$ cat src/hdl/sse_pkg.sv
package sse_pkg;

  // Register byte offsets on the APB slave
  localparam logic [7:0] OFF_CTRL   = 8'h00;
  localparam logic [7:0] OFF_STATUS = 8'h04;
  localparam logic [7:0] OFF_PC     = 8'h08;
  localparam logic [7:0] OFF_ACC_A  = 8'h0C;
  localparam logic [7:0] OFF_ACC_B  = 8'h10;
  localparam logic [7:0] OFF_IDX_X  = 8'h14;
  localparam logic [7:0] OFF_IDX_Y  = 8'h18;
  localparam logic [7:0] OFF_SP     = 8'h1C;
  localparam logic [7:0] OFF_CCR    = 8'h20;

  // Field positions
  localparam int CTRL_RUN_BIT    = 0;
  localparam int STAT_BUSY_BIT   = 0;
  localparam int STAT_STOP_BIT   = 1;
  localparam int STAT_ILLEG_BIT  = 2;
  localparam int CCR_S_BIT       = 7;
  localparam int CCR_X_BIT       = 6;
  localparam int CCR_I_BIT       = 4;
  localparam int CCR_N_BIT       = 3;
  localparam int CCR_Z_BIT       = 2;
  localparam int CCR_V_BIT       = 1;

  // Values after reset
  localparam logic [15:0] PC_RST  = 16'h0000;
  localparam logic [15:0] SP_RST  = 16'h0000;
  localparam logic [7:0]  CCR_RST = 8'hD0;
  localparam logic [15:0] IDLE_ADDR = 16'hFFFF;

  // Opcodes and prefixes
  localparam logic [7:0] OPC_STOP     = 8'hCF;
  localparam logic [7:0] OPC_PRE_Y    = 8'h18;
  localparam logic [7:0] OPC_PRE_XY   = 8'hCD;
  localparam logic [7:0] OPC_STX_IND  = 8'hEF;

  typedef enum logic [1:0] {
    AM_NONE = 2'b00,
    AM_DIR  = 2'b01,
    AM_IND  = 2'b10,
    AM_EXT  = 2'b11
  } sse_mode_t;

  typedef enum logic [2:0] {
    SRC_A  = 3'b000,
    SRC_B  = 3'b001,
    SRC_D  = 3'b010,
    SRC_SP = 3'b011,
    SRC_X  = 3'b100
  } sse_src_t;

  typedef struct packed {
    logic      valid;
    sse_mode_t mode;
    sse_src_t  src;
    logic      wide;
  } sse_dec_t;

  // One processor bus cycle
  typedef struct packed {
    logic [15:0] addr;
    logic [7:0]  data;
    logic        rw;
  } sse_bus_t;

  typedef enum logic [3:0] {
    ST_IDLE    = 4'b0000,
    ST_FETCH   = 4'b0001,
    ST_PREFIX  = 4'b0010,
    ST_OPR1    = 4'b0011,
    ST_OPR2    = 4'b0100,
    ST_IDLE_RD = 4'b0101,
    ST_WR_HI   = 4'b0110,
    ST_WR_LO   = 4'b0111,
    ST_INH     = 4'b1000,
    ST_STOPPED = 4'b1001
  } sse_state_t;

endpackage : sse_pkg

$ cat src/hdl/sse_store_stop.sv
`timescale 1ns/1ps
// How it works
// - Byte store: N from bit 7, Z if byte zero, V cleared, C kept.
// - Accumulator stores: 97/A7/B7 for A, D7/E7/F7 for B, prefix 18 selects Y.
// - Direct writes 00dd; indexed adds idle read at FFFF; only writes drive rw low.
// - Double store writes A then B at next address; accumulators unchanged.
// - Double store: N from bit 15, Z if all sixteen bits zero, V cleared.
// - Stop with stop-disable set acts as no-operation; flags never touched.
// - Stop with stop-disable clear halts system clocks into standby.
// - While stopped all registers and bus pins hold their values.
// - Only reset, non-maskable line or unmasked interrupt leave stop.
// - Non-maskable wake with its mask clear hands over to stacking sequence.
// - Non-maskable wake with mask set resumes at the next opcode fetch.
// - Stop decodes as one byte only without a prefix; after prefix 18 or CD it is trapped as illegal.
// - Stack pointer store writes high byte then low byte at address plus one.
// - Stack pointer store: N from bit 15, Z if pointer zero, V cleared.
// - Index X store writes high byte then low byte at next address.
module sse_store_stop
  import sse_pkg::*;
(
  // Clock and reset
  input  wire logic        I_MCLK,
  input  wire logic        I_RESET_N,
  // APB slave
  input  wire logic        I_PSEL,
  input  wire logic        I_PENABLE,
  input  wire logic        I_PWRITE,
  input  wire logic [7:0]  I_PADDR,
  input  wire logic [31:0] I_PWDATA,
  output logic      [31:0] O_PRDATA,
  output logic             O_PREADY,
  output logic             O_PSLVERR,
  // Processor bus
  input  wire logic [7:0]  I_BUS_DIN,
  output sse_pkg::sse_bus_t O_BUS,
  // Interrupt lines, active low pins
  input  wire logic        I_NONMASKABLE_INT_LINE_N,
  input  wire logic        I_IRQ_N,
  // Standby and hand-over
  output logic             O_CLK_HALT,
  output logic             O_NONMASKABLE_INT_LINE_STACK,
  output logic             O_IRQ_WAKE
);
  import sse_pkg::*;

  sse_state_t  state_r, state_nxt;
  sse_bus_t    bus_r, bus_nxt;
  sse_dec_t    dec_r, dec_nxt;
  logic [7:0]  prefix_r, prefix_nxt;
  logic [15:0] ea_r, ea_nxt;
  logic [7:0]  ext_hi_r, ext_hi_nxt;
  logic [15:0] pc_r, pc_nxt;
  logic [7:0]  ccr_r, ccr_nxt;
  logic [7:0]  acc_a_r, acc_b_r;
  logic [15:0] idx_x_r, idx_y_r, sp_r;
  logic        run_r, run_clr;
  logic        illeg_r, illeg_set;
  logic        halt_nxt, stack_nxt, irqw_nxt;
  logic [1:0]  nonmaskable_int_line_sync_r, irq_sync_r;
  logic        nonmaskable_int_line_act, irq_act;
  logic        apb_acc, apb_wr;
  logic [15:0] val16;
  logic [31:0] rd_val;
  logic        addr_ok;

  // Bits 5:4 pick the mode, low nibble and bit 6 pick the source
  function automatic sse_dec_t decode(input logic [7:0] op);
    sse_dec_t d;
    d = '{valid: 1'b0, mode: AM_NONE, src: SRC_A, wide: 1'b0};
    if (op[7] && (op[5:4] != 2'b00) && (op[7:6] != 2'b11 || op[3:0] != 4'hD || op[5:4] != 2'b00))
    begin
      d.mode = sse_mode_t'(op[5:4]);
      if (op[3:0] == 4'h7)
      begin
        d.valid = 1'b1;
        d.src   = op[6] ? SRC_B : SRC_A;
      end
      else if (op[3:0] == 4'hD && op[6])
      begin
        d.valid = 1'b1;
        d.src   = SRC_D;
        d.wide  = 1'b1;
      end
      else if (op[3:0] == 4'hF)
      begin
        d.valid = 1'b1;
        d.src   = op[6] ? SRC_X : SRC_SP;
        d.wide  = 1'b1;
      end
    end
    return d;
  endfunction : decode

  // Pins from outside; only the second stage is looked at
  always_ff @(posedge I_MCLK or negedge I_RESET_N)
  begin
    if (!I_RESET_N)
    begin
      nonmaskable_int_line_sync_r <= 2'b11;
      irq_sync_r  <= 2'b11;
    end
    else
    begin
      nonmaskable_int_line_sync_r <= {nonmaskable_int_line_sync_r[0], I_NONMASKABLE_INT_LINE_N};
      irq_sync_r  <= {irq_sync_r[0], I_IRQ_N};
    end
  end
  assign nonmaskable_int_line_act = ~nonmaskable_int_line_sync_r[1];
  assign irq_act  = ~irq_sync_r[1];

  always_comb
  begin
    case (dec_r.src)
      SRC_A:   val16 = {acc_a_r, 8'h00};
      SRC_B:   val16 = {acc_b_r, 8'h00};
      SRC_D:   val16 = {acc_a_r, acc_b_r};
      SRC_SP:  val16 = sp_r;
      default: val16 = idx_x_r;
    endcase
  end

  always_comb
  begin
    state_nxt  = state_r;
    bus_nxt    = bus_r;
    dec_nxt    = dec_r;
    prefix_nxt = prefix_r;
    ea_nxt     = ea_r;
    ext_hi_nxt = ext_hi_r;
    pc_nxt     = pc_r;
    ccr_nxt    = ccr_r;
    run_clr    = 1'b0;
    illeg_set  = 1'b0;
    halt_nxt   = 1'b0;
    stack_nxt  = 1'b0;
    irqw_nxt   = 1'b0;
    case (state_r)
      ST_IDLE:
      begin
        bus_nxt.rw = 1'b1;
        if (run_r)
        begin
          state_nxt = ST_FETCH;
          bus_nxt   = '{addr: pc_r, data: 8'h00, rw: 1'b1};
        end
      end
      ST_FETCH:
      begin
        pc_nxt       = pc_r + 16'h0001;
        bus_nxt      = '{addr: pc_r + 16'h0001, data: 8'h00, rw: 1'b1};
        dec_nxt      = decode(I_BUS_DIN);
        prefix_nxt   = 8'h00;
        if (I_BUS_DIN == OPC_PRE_Y || I_BUS_DIN == OPC_PRE_XY)
        begin
          prefix_nxt = I_BUS_DIN;
          state_nxt  = ST_PREFIX;
        end
        else if (I_BUS_DIN == OPC_STOP)
          state_nxt = ST_INH;
        else if (dec_nxt.valid)
          state_nxt = ST_OPR1;
        else
        begin
          illeg_set = 1'b1;
          run_clr   = 1'b1;
          state_nxt = ST_IDLE;
          bus_nxt   = '{addr: IDLE_ADDR, data: 8'h00, rw: 1'b1};
        end
      end
      ST_PREFIX:
      begin
        pc_nxt  = pc_r + 16'h0001;
        bus_nxt = '{addr: pc_r + 16'h0001, data: 8'h00, rw: 1'b1};
        dec_nxt = decode(I_BUS_DIN);
        // 18 takes the accumulator and pointer forms, CD only the X store
        if (dec_nxt.valid && dec_nxt.mode == AM_IND &&
            ((prefix_r == OPC_PRE_Y && dec_nxt.src != SRC_X) ||
             (prefix_r == OPC_PRE_XY && I_BUS_DIN == OPC_STX_IND)))
          state_nxt = ST_OPR1;
        else
        begin
          illeg_set = 1'b1;
          run_clr   = 1'b1;
          state_nxt = ST_IDLE;
          bus_nxt   = '{addr: IDLE_ADDR, data: 8'h00, rw: 1'b1};
        end
      end
      ST_OPR1:
      begin
        pc_nxt = pc_r + 16'h0001;
        if (dec_r.mode == AM_DIR)
        begin
          ea_nxt    = {8'h00, I_BUS_DIN};
          state_nxt = ST_WR_HI;
          bus_nxt   = '{addr: {8'h00, I_BUS_DIN}, data: val16[15:8], rw: 1'b0};
        end
        else if (dec_r.mode == AM_EXT)
        begin
          ext_hi_nxt = I_BUS_DIN;
          state_nxt  = ST_OPR2;
          bus_nxt    = '{addr: pc_r + 16'h0001, data: 8'h00, rw: 1'b1};
        end
        else
        begin
          ea_nxt    = (prefix_r != 8'h00 ? idx_y_r : idx_x_r) + {8'h00, I_BUS_DIN};
          state_nxt = ST_IDLE_RD;
          bus_nxt   = '{addr: IDLE_ADDR, data: 8'h00, rw: 1'b1};
        end
      end
      ST_OPR2:
      begin
        pc_nxt    = pc_r + 16'h0001;
        ea_nxt    = {ext_hi_r, I_BUS_DIN};
        state_nxt = ST_WR_HI;
        bus_nxt   = '{addr: {ext_hi_r, I_BUS_DIN}, data: val16[15:8], rw: 1'b0};
      end
      ST_IDLE_RD:
      begin
        state_nxt = ST_WR_HI;
        bus_nxt   = '{addr: ea_r, data: val16[15:8], rw: 1'b0};
      end
      ST_WR_HI, ST_WR_LO:
      begin
        if (state_r == ST_WR_HI && dec_r.wide)
        begin
          state_nxt = ST_WR_LO;
          bus_nxt   = '{addr: ea_r + 16'h0001, data: val16[7:0], rw: 1'b0};
        end
        else
        begin
          ccr_nxt[CCR_N_BIT] = val16[15];
          ccr_nxt[CCR_Z_BIT] = dec_r.wide ? (val16 == 16'h0000)
                                          : (val16[15:8] == 8'h00);
          ccr_nxt[CCR_V_BIT] = 1'b0;
          state_nxt = run_r ? ST_FETCH : ST_IDLE;
          bus_nxt   = '{addr: run_r ? pc_r : IDLE_ADDR, data: 8'h00, rw: 1'b1};
        end
      end
      ST_INH:
      begin
        if (ccr_r[CCR_S_BIT])
        begin
          state_nxt = run_r ? ST_FETCH : ST_IDLE;
          bus_nxt   = '{addr: run_r ? pc_r : IDLE_ADDR, data: 8'h00, rw: 1'b1};
        end
        else
        begin
          state_nxt = ST_STOPPED;
          halt_nxt  = 1'b1;
        end
      end
      ST_STOPPED:
      begin
        halt_nxt = 1'b1;
        if (nonmaskable_int_line_act)
        begin
          halt_nxt = 1'b0;
          if (!ccr_r[CCR_X_BIT])
          begin
            stack_nxt = 1'b1;
            run_clr   = 1'b1;
            state_nxt = ST_IDLE;
          end
          else
          begin
            state_nxt = ST_FETCH;
            bus_nxt   = '{addr: pc_r, data: 8'h00, rw: 1'b1};
          end
        end
        else if (irq_act && !ccr_r[CCR_I_BIT])
        begin
          halt_nxt  = 1'b0;
          irqw_nxt  = 1'b1;
          state_nxt = ST_FETCH;
          bus_nxt   = '{addr: pc_r, data: 8'h00, rw: 1'b1};
        end
      end
      default:
        state_nxt = ST_IDLE;
    endcase
  end

  always_ff @(posedge I_MCLK or negedge I_RESET_N)
  begin
    if (!I_RESET_N)
    begin
      state_r      <= ST_IDLE;
      bus_r        <= '{addr: IDLE_ADDR, data: 8'h00, rw: 1'b1};
      dec_r        <= '{valid: 1'b0, mode: AM_NONE, src: SRC_A, wide: 1'b0};
      prefix_r     <= 8'h00;
      ea_r         <= 16'h0000;
      ext_hi_r     <= 8'h00;
      O_CLK_HALT   <= 1'b0;
      O_NONMASKABLE_INT_LINE_STACK <= 1'b0;
      O_IRQ_WAKE   <= 1'b0;
    end
    else
    begin
      state_r      <= state_nxt;
      bus_r        <= bus_nxt;
      dec_r        <= dec_nxt;
      prefix_r     <= prefix_nxt;
      ea_r         <= ea_nxt;
      ext_hi_r     <= ext_hi_nxt;
      O_CLK_HALT   <= halt_nxt;
      O_NONMASKABLE_INT_LINE_STACK <= stack_nxt;
      O_IRQ_WAKE   <= irqw_nxt;
    end
  end
  assign O_BUS = bus_r;

  // One wait state so that read data comes from a flop
  assign apb_acc = I_PSEL && I_PENABLE && O_PREADY;
  assign apb_wr  = apb_acc && I_PWRITE;

  always_comb
  begin
    addr_ok = 1'b1;
    rd_val  = 32'h0000_0000;
    if (I_PADDR == OFF_CTRL)
      rd_val = {31'h0000_0000, run_r};
    else if (I_PADDR == OFF_STATUS)
      rd_val = {29'h0000_0000, illeg_r, state_r == ST_STOPPED, state_r != ST_IDLE};
    else if (I_PADDR == OFF_PC)
      rd_val = {16'h0000, pc_r};
    else if (I_PADDR == OFF_ACC_A)
      rd_val = {24'h00_0000, acc_a_r};
    else if (I_PADDR == OFF_ACC_B)
      rd_val = {24'h00_0000, acc_b_r};
    else if (I_PADDR == OFF_IDX_X)
      rd_val = {16'h0000, idx_x_r};
    else if (I_PADDR == OFF_IDX_Y)
      rd_val = {16'h0000, idx_y_r};
    else if (I_PADDR == OFF_SP)
      rd_val = {16'h0000, sp_r};
    else if (I_PADDR == OFF_CCR)
      rd_val = {24'h00_0000, ccr_r};
    else
      addr_ok = 1'b0;
  end

  always_ff @(posedge I_MCLK or negedge I_RESET_N)
  begin
    if (!I_RESET_N)
    begin
      O_PREADY  <= 1'b0;
      O_PRDATA  <= 32'h0000_0000;
      O_PSLVERR <= 1'b0;
    end
    else
    begin
      O_PREADY  <= I_PSEL && I_PENABLE && !O_PREADY;
      O_PRDATA  <= rd_val;
      O_PSLVERR <= I_PSEL && I_PENABLE && !O_PREADY && !addr_ok;
    end
  end

  // Control; the run bit set by software beats nothing, clears by hardware win
  always_ff @(posedge I_MCLK or negedge I_RESET_N)
  begin
    if (!I_RESET_N)
    begin
      run_r   <= 1'b0;
      illeg_r <= 1'b0;
    end
    else
    begin
      if (run_clr)
        run_r <= 1'b0;
      else if (apb_wr && I_PADDR == OFF_CTRL)
        run_r <= I_PWDATA[CTRL_RUN_BIT];
      if (illeg_set)
        illeg_r <= 1'b1;
      else if (apb_wr && I_PADDR == OFF_STATUS && I_PWDATA[STAT_ILLEG_BIT])
        illeg_r <= 1'b0;
    end
  end

  // Core registers are software-writable only while the sequencer is idle
  always_ff @(posedge I_MCLK or negedge I_RESET_N)
  begin
    if (!I_RESET_N)
    begin
      pc_r    <= PC_RST;
      ccr_r   <= CCR_RST;
      acc_a_r <= 8'h00;
      acc_b_r <= 8'h00;
      idx_x_r <= 16'h0000;
      idx_y_r <= 16'h0000;
      sp_r    <= SP_RST;
    end
    else if (state_r == ST_IDLE && apb_wr)
    begin
      if (I_PADDR == OFF_PC)
        pc_r <= I_PWDATA[15:0];
      else if (I_PADDR == OFF_ACC_A)
        acc_a_r <= I_PWDATA[7:0];
      else if (I_PADDR == OFF_ACC_B)
        acc_b_r <= I_PWDATA[7:0];
      else if (I_PADDR == OFF_IDX_X)
        idx_x_r <= I_PWDATA[15:0];
      else if (I_PADDR == OFF_IDX_Y)
        idx_y_r <= I_PWDATA[15:0];
      else if (I_PADDR == OFF_SP)
        sp_r <= I_PWDATA[15:0];
      else if (I_PADDR == OFF_CCR)
        ccr_r <= I_PWDATA[7:0];
    end
    else
    begin
      pc_r  <= pc_nxt;
      ccr_r <= ccr_nxt;
    end
  end

endmodule : sse_store_stop

$ cat config.mk
export PLATFORM = sky130hd
export DESIGN_NAME = sse_store_stop
export DESIGN_NICKNAME = d
export VERILOG_FILES = /design/src/hdl/sse_pkg.sv /design/src/hdl/sse_store_stop.sv
export SDC_FILE = /design/constraint.sdc
export NUM_CORES = 1
export LEC_CHECK = 0
export ABC_CLOCK_PERIOD_IN_PS = 4800
export BUFFER_PORTS_ARGS = -buffer_cell sky130_fd_sc_hd__buf_4
export CAP_MARGIN = 25
export CORE_MARGIN = 2
export CORE_UTILIZATION = 40
export CTS_CLUSTER_SIZE = 25
export DETAILED_ROUTE_END_ITERATION = 16
export GPL_ROUTABILITY_DRIVEN = 0
export MAX_ROUTING_LAYER = met4
export SETUP_SLACK_MARGIN = 0.2
export SLEW_MARGIN = 30
export SYNTH_ARGS = -nofsm -noshare
export SYNTH_HDL_FRONTEND = slang
export SYNTH_SLANG_ARGS = --single-unit
$ cat constraint.sdc
create_clock -name I_MCLK -period 4.8 [get_ports I_MCLK]
set_clock_uncertainty 0.15 [all_clocks]
set_input_delay 0.24 -clock I_MCLK [delete_from_list [all_inputs] [get_ports I_MCLK]]
set_output_delay 0.24 -clock I_MCLK [all_outputs]
set_load 0.005 [all_outputs]
==> run metrics, run 1 <==
status finished clean; RSZ-0062 raised after global routing false; commonest non-fill, non-tap cell in the layout dfrtp_1; post-synthesis sequential area ratio 0.421; final count of negative-setup-slack endpoints 0; post-DP HPWL 26400 um; top cells by area, synth dfrtp_1, mux2_2, dfstp_2; Hold Crit Class in2reg; DR vias/cell between 6 and 7; Post-Synthesis Cells roughly 1200; Starting Density 0.406; WL/cell ~23 um; Die Width between 150 and 200 um; Ports ~120; CTS H-tree lvls 4; setup TNS after final layout 0 ps; ys async rst share 1.00; layout cell share with drive strength beyond 1 0.196; Critical Path Sink Type flop; routed vias between 9000 and 10000; Most used DFF post-synth dfrtp_1; Die Y roughly 170 um; diode count 0; kind of critical path reg2reg; Max Buffers Root-to-Sink 2; Slew HR 0.323; Yosys top cell area share 0.363; Final WS setup 996 ps; Synth area leader dfrtp_1; Routed Wire Length about 36000 um; Max Slew Vio Count 0; critical path arrival approximately 4000 ps; Post-synth EDFFs 0; CTS tree built; Core ar. between 20000 and 30000 sq um; most frequent cells in the layout dfrtp_1, nand2_1, buf_4, o21ai_0, nor2_1; crit path time final 3800 ps; Hold Fails Final Rpt 0; first-pass GRT wire length between 50000 and 60000 um; area grow syn2layout 15.1%; Startpoint Class flop; clock root buffer clkbuf_16; Leak 0.00551 uW; number of CTS-inserted buffers 17; pre-CTS WS ~1000 ps; PortBufs 84; Initial DRC Count between 900 and 1000; maximum vdd drop between 0.2 and 0.25 mV; Unique masters post-synth 79; CP Data Required Time a little under 5000 ps; GRT Total Usage 0.266; largest net degree at the start of global routing ~110; DRT antenna net count 0; # resized after CTS 0; worst-path fanout max 21; maxcap violations 0; post-synthesis register bit count between 150 and 200; Core Rows 60; Clock Latency Late Sink between 400 and 500 ps; Worst-Margin Slew between 1000 and 1500 ps; Reg clk slew, reported paths roughly 80 ps; Post-Route Utilization 0.468; Fillers between 2000 and 3000; clock sinks 182; DRT Pass-1 Iters 7; Nets about 1300; power per cell area ~500 nW/um^2; GRT Residual Overflow 0; fin crit share 0.793; die area ~29000 sq um; syn avg cell area 9.24 sq um; Synth Cell Area approximately 11000 sq um; Synthesis Warnings 0; initial antenna violation count 0; vias in the first global route between 9000 and 10000; Post-route DRC 0; Fmax between 0.2 and 0.3 GHz
-- layer usage --
metal,GRT usage,wire [um],vias up
met3,0.0323,2580,90
met1,0.358,15600,4756
met2,0.405,16600,460
met4,0.122,1640,0
met5,-,0,-
li1,-,-,4409
-- Yosys cell counts, types with 20 or more instances --
cell type / number
dfrtp_1: 158
nand2_1: 152
o21ai_0: 85
nor2_1: 78
mux2_2: 68
a21oi_1: 55
mux2i_1: 50
o21ai_1: 42
a22oi_1: 39
clkbuf_1: 37
nand3_1: 37
dfstp_2: 24
buf_2: 23
xnor2_1: 22
o22ai_1: 21
buf_4: 20
-- logic make-up after synthesis --
group,synth area share
AND/OR/NAND/NOR,0.169
AO/OA/AOI/OAI,0.183
flip-flops,0.421
multiplexers,0.135
buffers and inverters,0.0444
XOR/XNOR,0.0329
adder cells (fa/ha/maj),0.0143
other,0.000344
-- critical path, stage by stage (launching register included) --
cell and delay, ps:
dfrtp_1 400, nor4_1 530, nand2_1 150, buf_4 270
mux2_2 340, fa_1 440, a21oi_1 150, nor2b_1 70
a311o_1 370, a31oi_1 400, nor3_1 120, xor2_1 200
o21ai_1 70
-- power breakdown --
group | total [uW] | switching [uW] | internal (uW)
clock | 1420 | 676 | 746
combinational | 2450 | 1520 | 932
sequential | 2370 | 490 | 1880
-- final timing paths --
kind,start,endpoint,slack (ps),cells past startpoint
min in group asynchronous,I_RESET_N,prefix_r[6],310,2
worst max register to register,prefix_r[1],ea_r[12],1000,12
worst max-delay path,prefix_r[1],ea_r[12],1000,12
worst min-delay path,I_BUS_DIN[4],dec_r[4],20,3
worst min register to register,nonmaskable_int_line_sync_r[0],nonmaskable_int_line_sync_r[1],200,0
max in group asynchronous,I_RESET_N,ccr_r[6],3020,3
-- through the flow --
stage	cell area, sq um	hold WS [ps]	std cells	total power [uW]
floorplan	10900	-206	1193	3890
global placement	11700	196	1547	4710
detailed placement	11700	198	1547	4770
CTS	12500	1.05	1604	6210
global route	12500	4.41	1604	6570
finish	12500	16.8	1604	6240
-- sequential cells by signal, indices dropped and copies added, names as in the netlist, 6 cells and up --
register  cells
O_BUS        25
O_PRDATA     16
acc_a_r       8
acc_b_r       8
ccr_r         8
dec_r         6
ea_r         16
ext_hi_r      8
idx_x_r      16
idx_y_r      16
pc_r         16
prefix_r      8
sp_r         16
-- final cells by class --
class / instances / area [sq um] / share of cell area
Clock inverter: 14 / 138 / 0.0110
Inverter: 12 / 45.0 / 0.00359
Sequential cell: 182 / 4590 / 0.366
Multi-Input combinational cell: 912 / 5890 / 0.470
Clock buffer: 18 / 439 / 0.0350
Tap cell: 341 / 427 / 0.0340
Timing Repair Buffer: 125 / 1010 / 0.0804
-- repair_timing --
action	CTS	global route
hold buffers	25	0
endpoints found under the hold margin	162	0
buffers inserted	0	0
Power figures use the tool's default switching activity.
==> run 2: changes to the inputs <==
ABC_CLOCK_PERIOD_IN_PS = 3800   (was 4800)
clock period = 3.8 ns   (was 4.8 ns; I/O delays follow)
==> run 2 against run 1 <==
Compared with the run above:
- worst hold slack worse by 6.1 ps
- clock power increased by 20%
- global-route usage is 0.089 points higher
- via count increased by 0.49%
- sequential power grew 24%
- non-clock buffer count up 15
- critical path depth is the same
- first-iteration DRC count rose by 18%
- sequential cell count is the same
- cell count rose by 0.94%
- cell area increased by 1.1%
- sequential share of layout area down 0.40 points
- critical path type unchanged
==> run metrics, run 2 (synthesized netlist as in run 1, its figures left out) <==
status finished clean; R2R cell count 12 (unchanged); Startpoint Class flop; clock network power share 0.217 (-0.011); crit path time final 3460 ps (-347 ps); DRT antenna net count 0 (unchanged); most frequent cells in the layout dfrtp_1, nand2_1, buf_4, o21ai_0, nor2_1; Initial DRC Count 1147 (+18%); diode count 0 (unchanged); Ports 117 (unchanged); Slew HR 0.340 (+0.0175); initial antenna violation count 0 (unchanged); CTS tree built; Net Sw Frac 0.431 (+0.000634); post-CTS setup buffer count 0 (unchanged); Hold Crit Class in2reg; Cell Int Power 4460 uW (+25%); Sequential Power Share 0.377 (-0.002); Hold Path Depth 4 (+1); critical path cell sequence nor4_4 -> nand2_1 -> buf_4 -> mux2_2 -> fa_1 -> a21oi_1 -> nor2b_1 -> a311o_1 -> a31oi_4 -> a21oi_1 -> xor2_1 -> o21ai_1; Leak 0.00558 uW (+1.2%); GRT Total Usage 0.267 (+0.000893); Core ar. 26800 sq um (unchanged); number of CTS-inserted buffers 17 (unchanged); fin crit share 0.910 (+0.117); first-pass GRT wire length 57000 um (+1.5%); CP most frequent cell a21oi_1; CP Data Required Time 3930 ps (-1020 ps); r2r endpoint ea_r[10]; clock sinks 182 (unchanged); R2R Setup Slk 340 ps (-650 ps); vias in the first global route 9397 (+2.3%); power per cell area 619 nW/um^2 (+24%); layout cell share with drive strength beyond 1 0.204 (+0.00866); Nets 1331 (+1.1%); Reg clk slew, reported paths 70 ps (about the same); Critical Path Sink Type flop; max FFs per register 25 (unchanged); clock root buffer clkbuf_16; die area 28600 sq um (unchanged); GRT Residual Overflow 0 (unchanged); Worst Hold Launch I_PADDR[0]; Die Width 169 um (unchanged); Routed Wire Length 36700 um (+0.77%); final count of negative-setup-slack endpoints 0 (unchanged); Die Y 169 um (unchanged); Worst-Margin Slew 989 ps (-12.6 ps); DR vias/cell 6.03 (-0.44%); Core Rows 60 (unchanged); DRT Pass-1 Iters 9 (+2); Fmax 0.289 GHz (+10%); net switching power 3380 uW (+26%); slowest stage delay, CP 440 ps (-90 ps); Max Buffers Root-to-Sink 2 (unchanged); Hold Fails Final Rpt 0 (unchanged); hold endpoint O_PSLVERR; Post-route DRC 0 (unchanged); area grow syn2layout 16.3%; maximum vdd drop 0.313 mV (+33%); Max stage delay cell, worst path fa_1; Max Slew Vio Count 0 (unchanged); WL/cell 22.7 um (-0.16%); Clock Latency Late Sink 430 ps (about the same); r2r startpoint prefix_r[1]; worst hold slack 10.8 ps (-6.06 ps); post-DP HPWL 26800 um (+1.4%); Starting Density 0.406 (unchanged); kind of critical path reg2reg; setup TNS after final layout 0 ps (unchanged); Logic pwr share 0.406 (+0.013); commonest non-fill, non-tap cell in the layout dfrtp_1; largest net degree at the start of global routing 77 (-27%); maxcap violations 0 (unchanged); RSZ-0062 raised after global routing true; CTS H-tree lvls 4 (unchanged); PortBufs 84 (unchanged); worst-path fanout max 21 (unchanged); critical path arrival 3590 ps (-360 ps); Pwr Total 7840 uW (+26%); routed vias 9763 (+0.49%)
run 2: stage by stage:
step,utilization,std cells,cell area [sq um],worst slack (ps)
global route,0.473,1619,12700,181
detailed placement,0.440,1560,11800,162
finish,0.473,1619,12700,343
global placement,0.440,1560,11800,262
floorplan,-,1193,11000,238
CTS,0.471,1619,12600,254
run 2: area by class of cell:
| type | count | area, sq um |
|---|---|---|
| Clock inverter | 14 | 111 |
| Timing Repair Buffer | 140 | 1140 |
| Sequential cell | 182 | 4580 |
| Multi-Input combinational cell | 912 | 5930 |
| Clock buffer | 18 | 429 |
| Fill cell | 2491 | 14100 |
| Inverter | 12 | 45.0 |
| Tap cell | 341 | 427 |
run 2: power groups by stage:
stage / clock (uW) / sequential [uW] / combinational, uW
finish: 1700 / 2950 / 3180
global route: 1810 / 3000 / 3490
CTS: 1730 / 2920 / 3130
detailed placement: 0 / 2950 / 3100
global placement: 0 / 2950 / 3070
floorplan: 0 / 2660 / 2250
run 2: worst max path at each step:
stage	end	depth (start not counted)	startpoint	slack, ps
floorplan	ea_r[12]	14	prefix_r[0]	240
global placement	ea_r[13]	12	prefix_r[1]	260
detailed placement	ea_r[11]	12	prefix_r[1]	160
CTS	ea_r[10]	12	prefix_r[0]	250
global route	ea_r[10]	12	prefix_r[0]	180
finish	ea_r[10]	12	prefix_r[1]	340
run 2: what timing repair did:
action	in CTS	in global routing
setup endpoints to repair	6	7
hold endpoints to repair	151	0
gates resized for setup	2	4
pin swaps	0	1
hold buffers	27	0
run 2: critical path, delay by kind of cell (launching register included):
family          cells  cell delay (ps)
simple gates        3              540
compound gates      5              990
fa+ha+maj           1              440
mux                 1              340
buf+inv             1              250
xor+xnor            1              180
flops               1              420
run 2: per-layer routing:
metal  GRT usage  wire (um)  part of all wire  up-vias
li1            -          -                 -     4450
met5           -          0                 0        -
met2       0.404      16700              0.46      499
met4       0.107       1400             0.038        0
met1       0.364      15600              0.43     4731
met3      0.0376       2970             0.081       83
==> run 3: changes to the inputs <==
BUFFER_PORTS_ARGS = -buffer_cell sky130_fd_sc_hd__buf_2   (was -buffer_cell sky130_fd_sc_hd__buf_4)
CAP_MARGIN = not set   (was 25)
CORE_ASPECT_RATIO = 0.7   (was not set)
==> run 3 against run 2 <==
Compared with the run above:
- die area about the same
- clock power up 7%
- critical path depth unchanged
- setup slack better by 6.5 ps
- cell count up 1.5%
- sequential share of layout area up 0.39 points
- via count up 1.6%
- sequential cell count unchanged
- total power up 1.7%
==> run metrics, run 3 (synthesized netlist as in run 1, its figures left out) <==
Critical Path Sink Type flop; worst-path fanout max 21 (unchanged); status finished clean; layout cell share with drive strength beyond 1 0.205 (+0.000622); setup TNS after final layout 0 ps (unchanged); max FFs per register 25 (unchanged); GR peak layer met1; Fillers 2667 (+7.1%); maxcap violations 0 (unchanged); number of CTS-inserted buffers 17 (unchanged); Hold Crit Class in2reg; commonest non-fill, non-tap cell in the layout dfrtp_1; area of the multi-input gates 5930 sq um (-0.11%); Starting Density 0.407 (about the same); DRT Pass-1 Iters 6 (-3); Die Y 142 um (-16%); clock network power share 0.228 (+0.011); slowest stage delay, CP 440 ps (about the same); Worst-Margin Slew 1070 ps (+84.2 ps); Max Buffers Root-to-Sink 2 (unchanged); Logic pwr share 0.398 (-0.008); net switching power 3380 uW (about the same); routed vias 9917 (+1.6%); GRT Residual Overflow 0 (unchanged); Cell Int Power 4600 uW (+3.1%); die area 28600 sq um (about the same); met1 Usage GRT 0.397 (+0.0328); Initial DRC Count 1292 (+13%); register area 4590 sq um (about the same); initial antenna violation count 0 (unchanged); Nets 1332 (+0.075%); Reg clk slew, reported paths 70 ps (about the same); Die Width 201 um (+19%); area grow syn2layout 15.1%; most frequent cells in the layout dfrtp_1, nand2_1, o21ai_0, buf_2, nor2_1; Max stage delay cell, worst path fa_1; critical path arrival 3620 ps (+30 ps); Clock Latency Late Sink 460 ps (+30 ps); WL/cell 23.1 um (+2.0%); met3 Track Usage GR 0.0984 (+0.0608); RSZ-0062 raised after global routing false; final count of negative-setup-slack endpoints 0 (unchanged); first-pass GRT wire length 57700 um (+1.2%); Leak 0.00557 uW (-0.12%); maximum vdd drop 0.391 mV (+25%); Routed Wire Length 38000 um (+3.6%); CTS tree built; clock root buffer clkbuf_16; Hold Fails Final Rpt 0 (unchanged); Post-Route Utilization 0.468 (-0.00446); Post-route DRC 0 (unchanged); Startpoint Class flop; CP Data Required Time 3960 ps (+30 ps); DR vias/cell 6.04 (about the same); Max Slew Vio Count 0 (unchanged); clock sinks 182 (unchanged); power per cell area 636 nW/um^2 (+2.8%); PortBufs 84 (unchanged); GRT met2 Usage 0.368 (-0.0364); kind of critical path reg2reg; Sequential Power Share 0.374 (-0.003); post-DP HPWL 28000 um (+4.6%); largest net degree at the start of global routing 86 (+12%); GRT Total Usage 0.277 (+0.00950); Core Rows 50 (-17%); Ports 117 (unchanged); Net Sw Frac 0.423 (-0.00759); diode count 0 (unchanged); Core ar. 26800 sq um (about the same); DRT antenna net count 0 (unchanged); post-CTS setup buffer count 0 (unchanged); crit path time final 3450 ps (-6.48 ps); CTS H-tree lvls 4 (unchanged); Slew HR 0.282 (-0.0586); critical path cell sequence nor4_4 -> nand2_1 -> buf_6 -> mux2_2 -> fa_1 -> a21oi_1 -> nor2b_1 -> a311o_1 -> a31oi_4 -> nor3_1 -> xor2_1 -> o21ai_1; Pwr Total 7980 uW (+1.7%); vias in the first global route 9369 (-0.30%); Fmax 0.290 GHz (+0.19%); fin crit share 0.908 (-0.00170)
run 3: area by class of cell:
class                      instances  share of cell area
clock inverter                     8             0.00779
multi-input combinational        912               0.473
clock buffer                      24              0.0392
sequential                       182               0.366
timing repair buffer             141              0.0745
inverter                          12             0.00359
tap                              364              0.0363
run 3: metal layers:
| layer | share of wire | wire length, um |
|---|---|---|
| met5 | 0 | 0 |
| met4 | 0.018 | 684 |
| met3 | 0.12 | 4540 |
| met2 | 0.40 | 15100 |
| met1 | 0.47 | 17700 |
run 3: power by group through the flow:
stage | sequential [uW] | clock, uW | combinational (uW)
detailed placement | 2980 | 0 | 3040
global placement | 2970 | 0 | 3000
CTS | 2950 | 1840 | 3080
floorplan | 2660 | 0 | 2250
finish | 2980 | 1820 | 3180
global route | 3020 | 1920 | 3440
run 3: worst paths after layout:
path	from	to	slack, ps	cells after the start
max	prefix_r[0]	ea_r[12]	350	12
min	I_BUS_DIN[4]	dec_r[4]	40	3
max reg2reg	prefix_r[0]	ea_r[12]	350	12
min reg2reg	nonmaskable_int_line_sync_r[0]	nonmaskable_int_line_sync_r[1]	210	0
max in group asynchronous	I_RESET_N	ccr_r[4]	2370	3
min in group asynchronous	I_RESET_N	ext_hi_r[7]	210	2
run 3: stage by stage:
step                setup slack (ps)  hold slack (ps)  area, sq um  instances
floorplan                        238             -256        11000       1193
global placement                 261              141        11700       1587
detailed placement               119              134        11700       1587
CTS                              224             9.93        12500       1643
global route                     199             26.5        12500       1643
finish                           349             37.9        12500       1643
run 3: worst max-delay path: cells and delay by family (launching register included):
kind	cells	cell delay (ps)
buf+inv	1	210
xor+xnor	1	160
mux	1	320
compound gates	4	970
flops	1	420
fa+ha+maj	1	440
simple gates	4	650
run 3: timing repair:
action | CTS | global route
hold buffers | 24 | 0
pin swaps | 0 | 1
setup endpoints to repair | 6 | 8
endpoints found under the hold margin | 135 | 0
gates resized for setup | 2 | 6
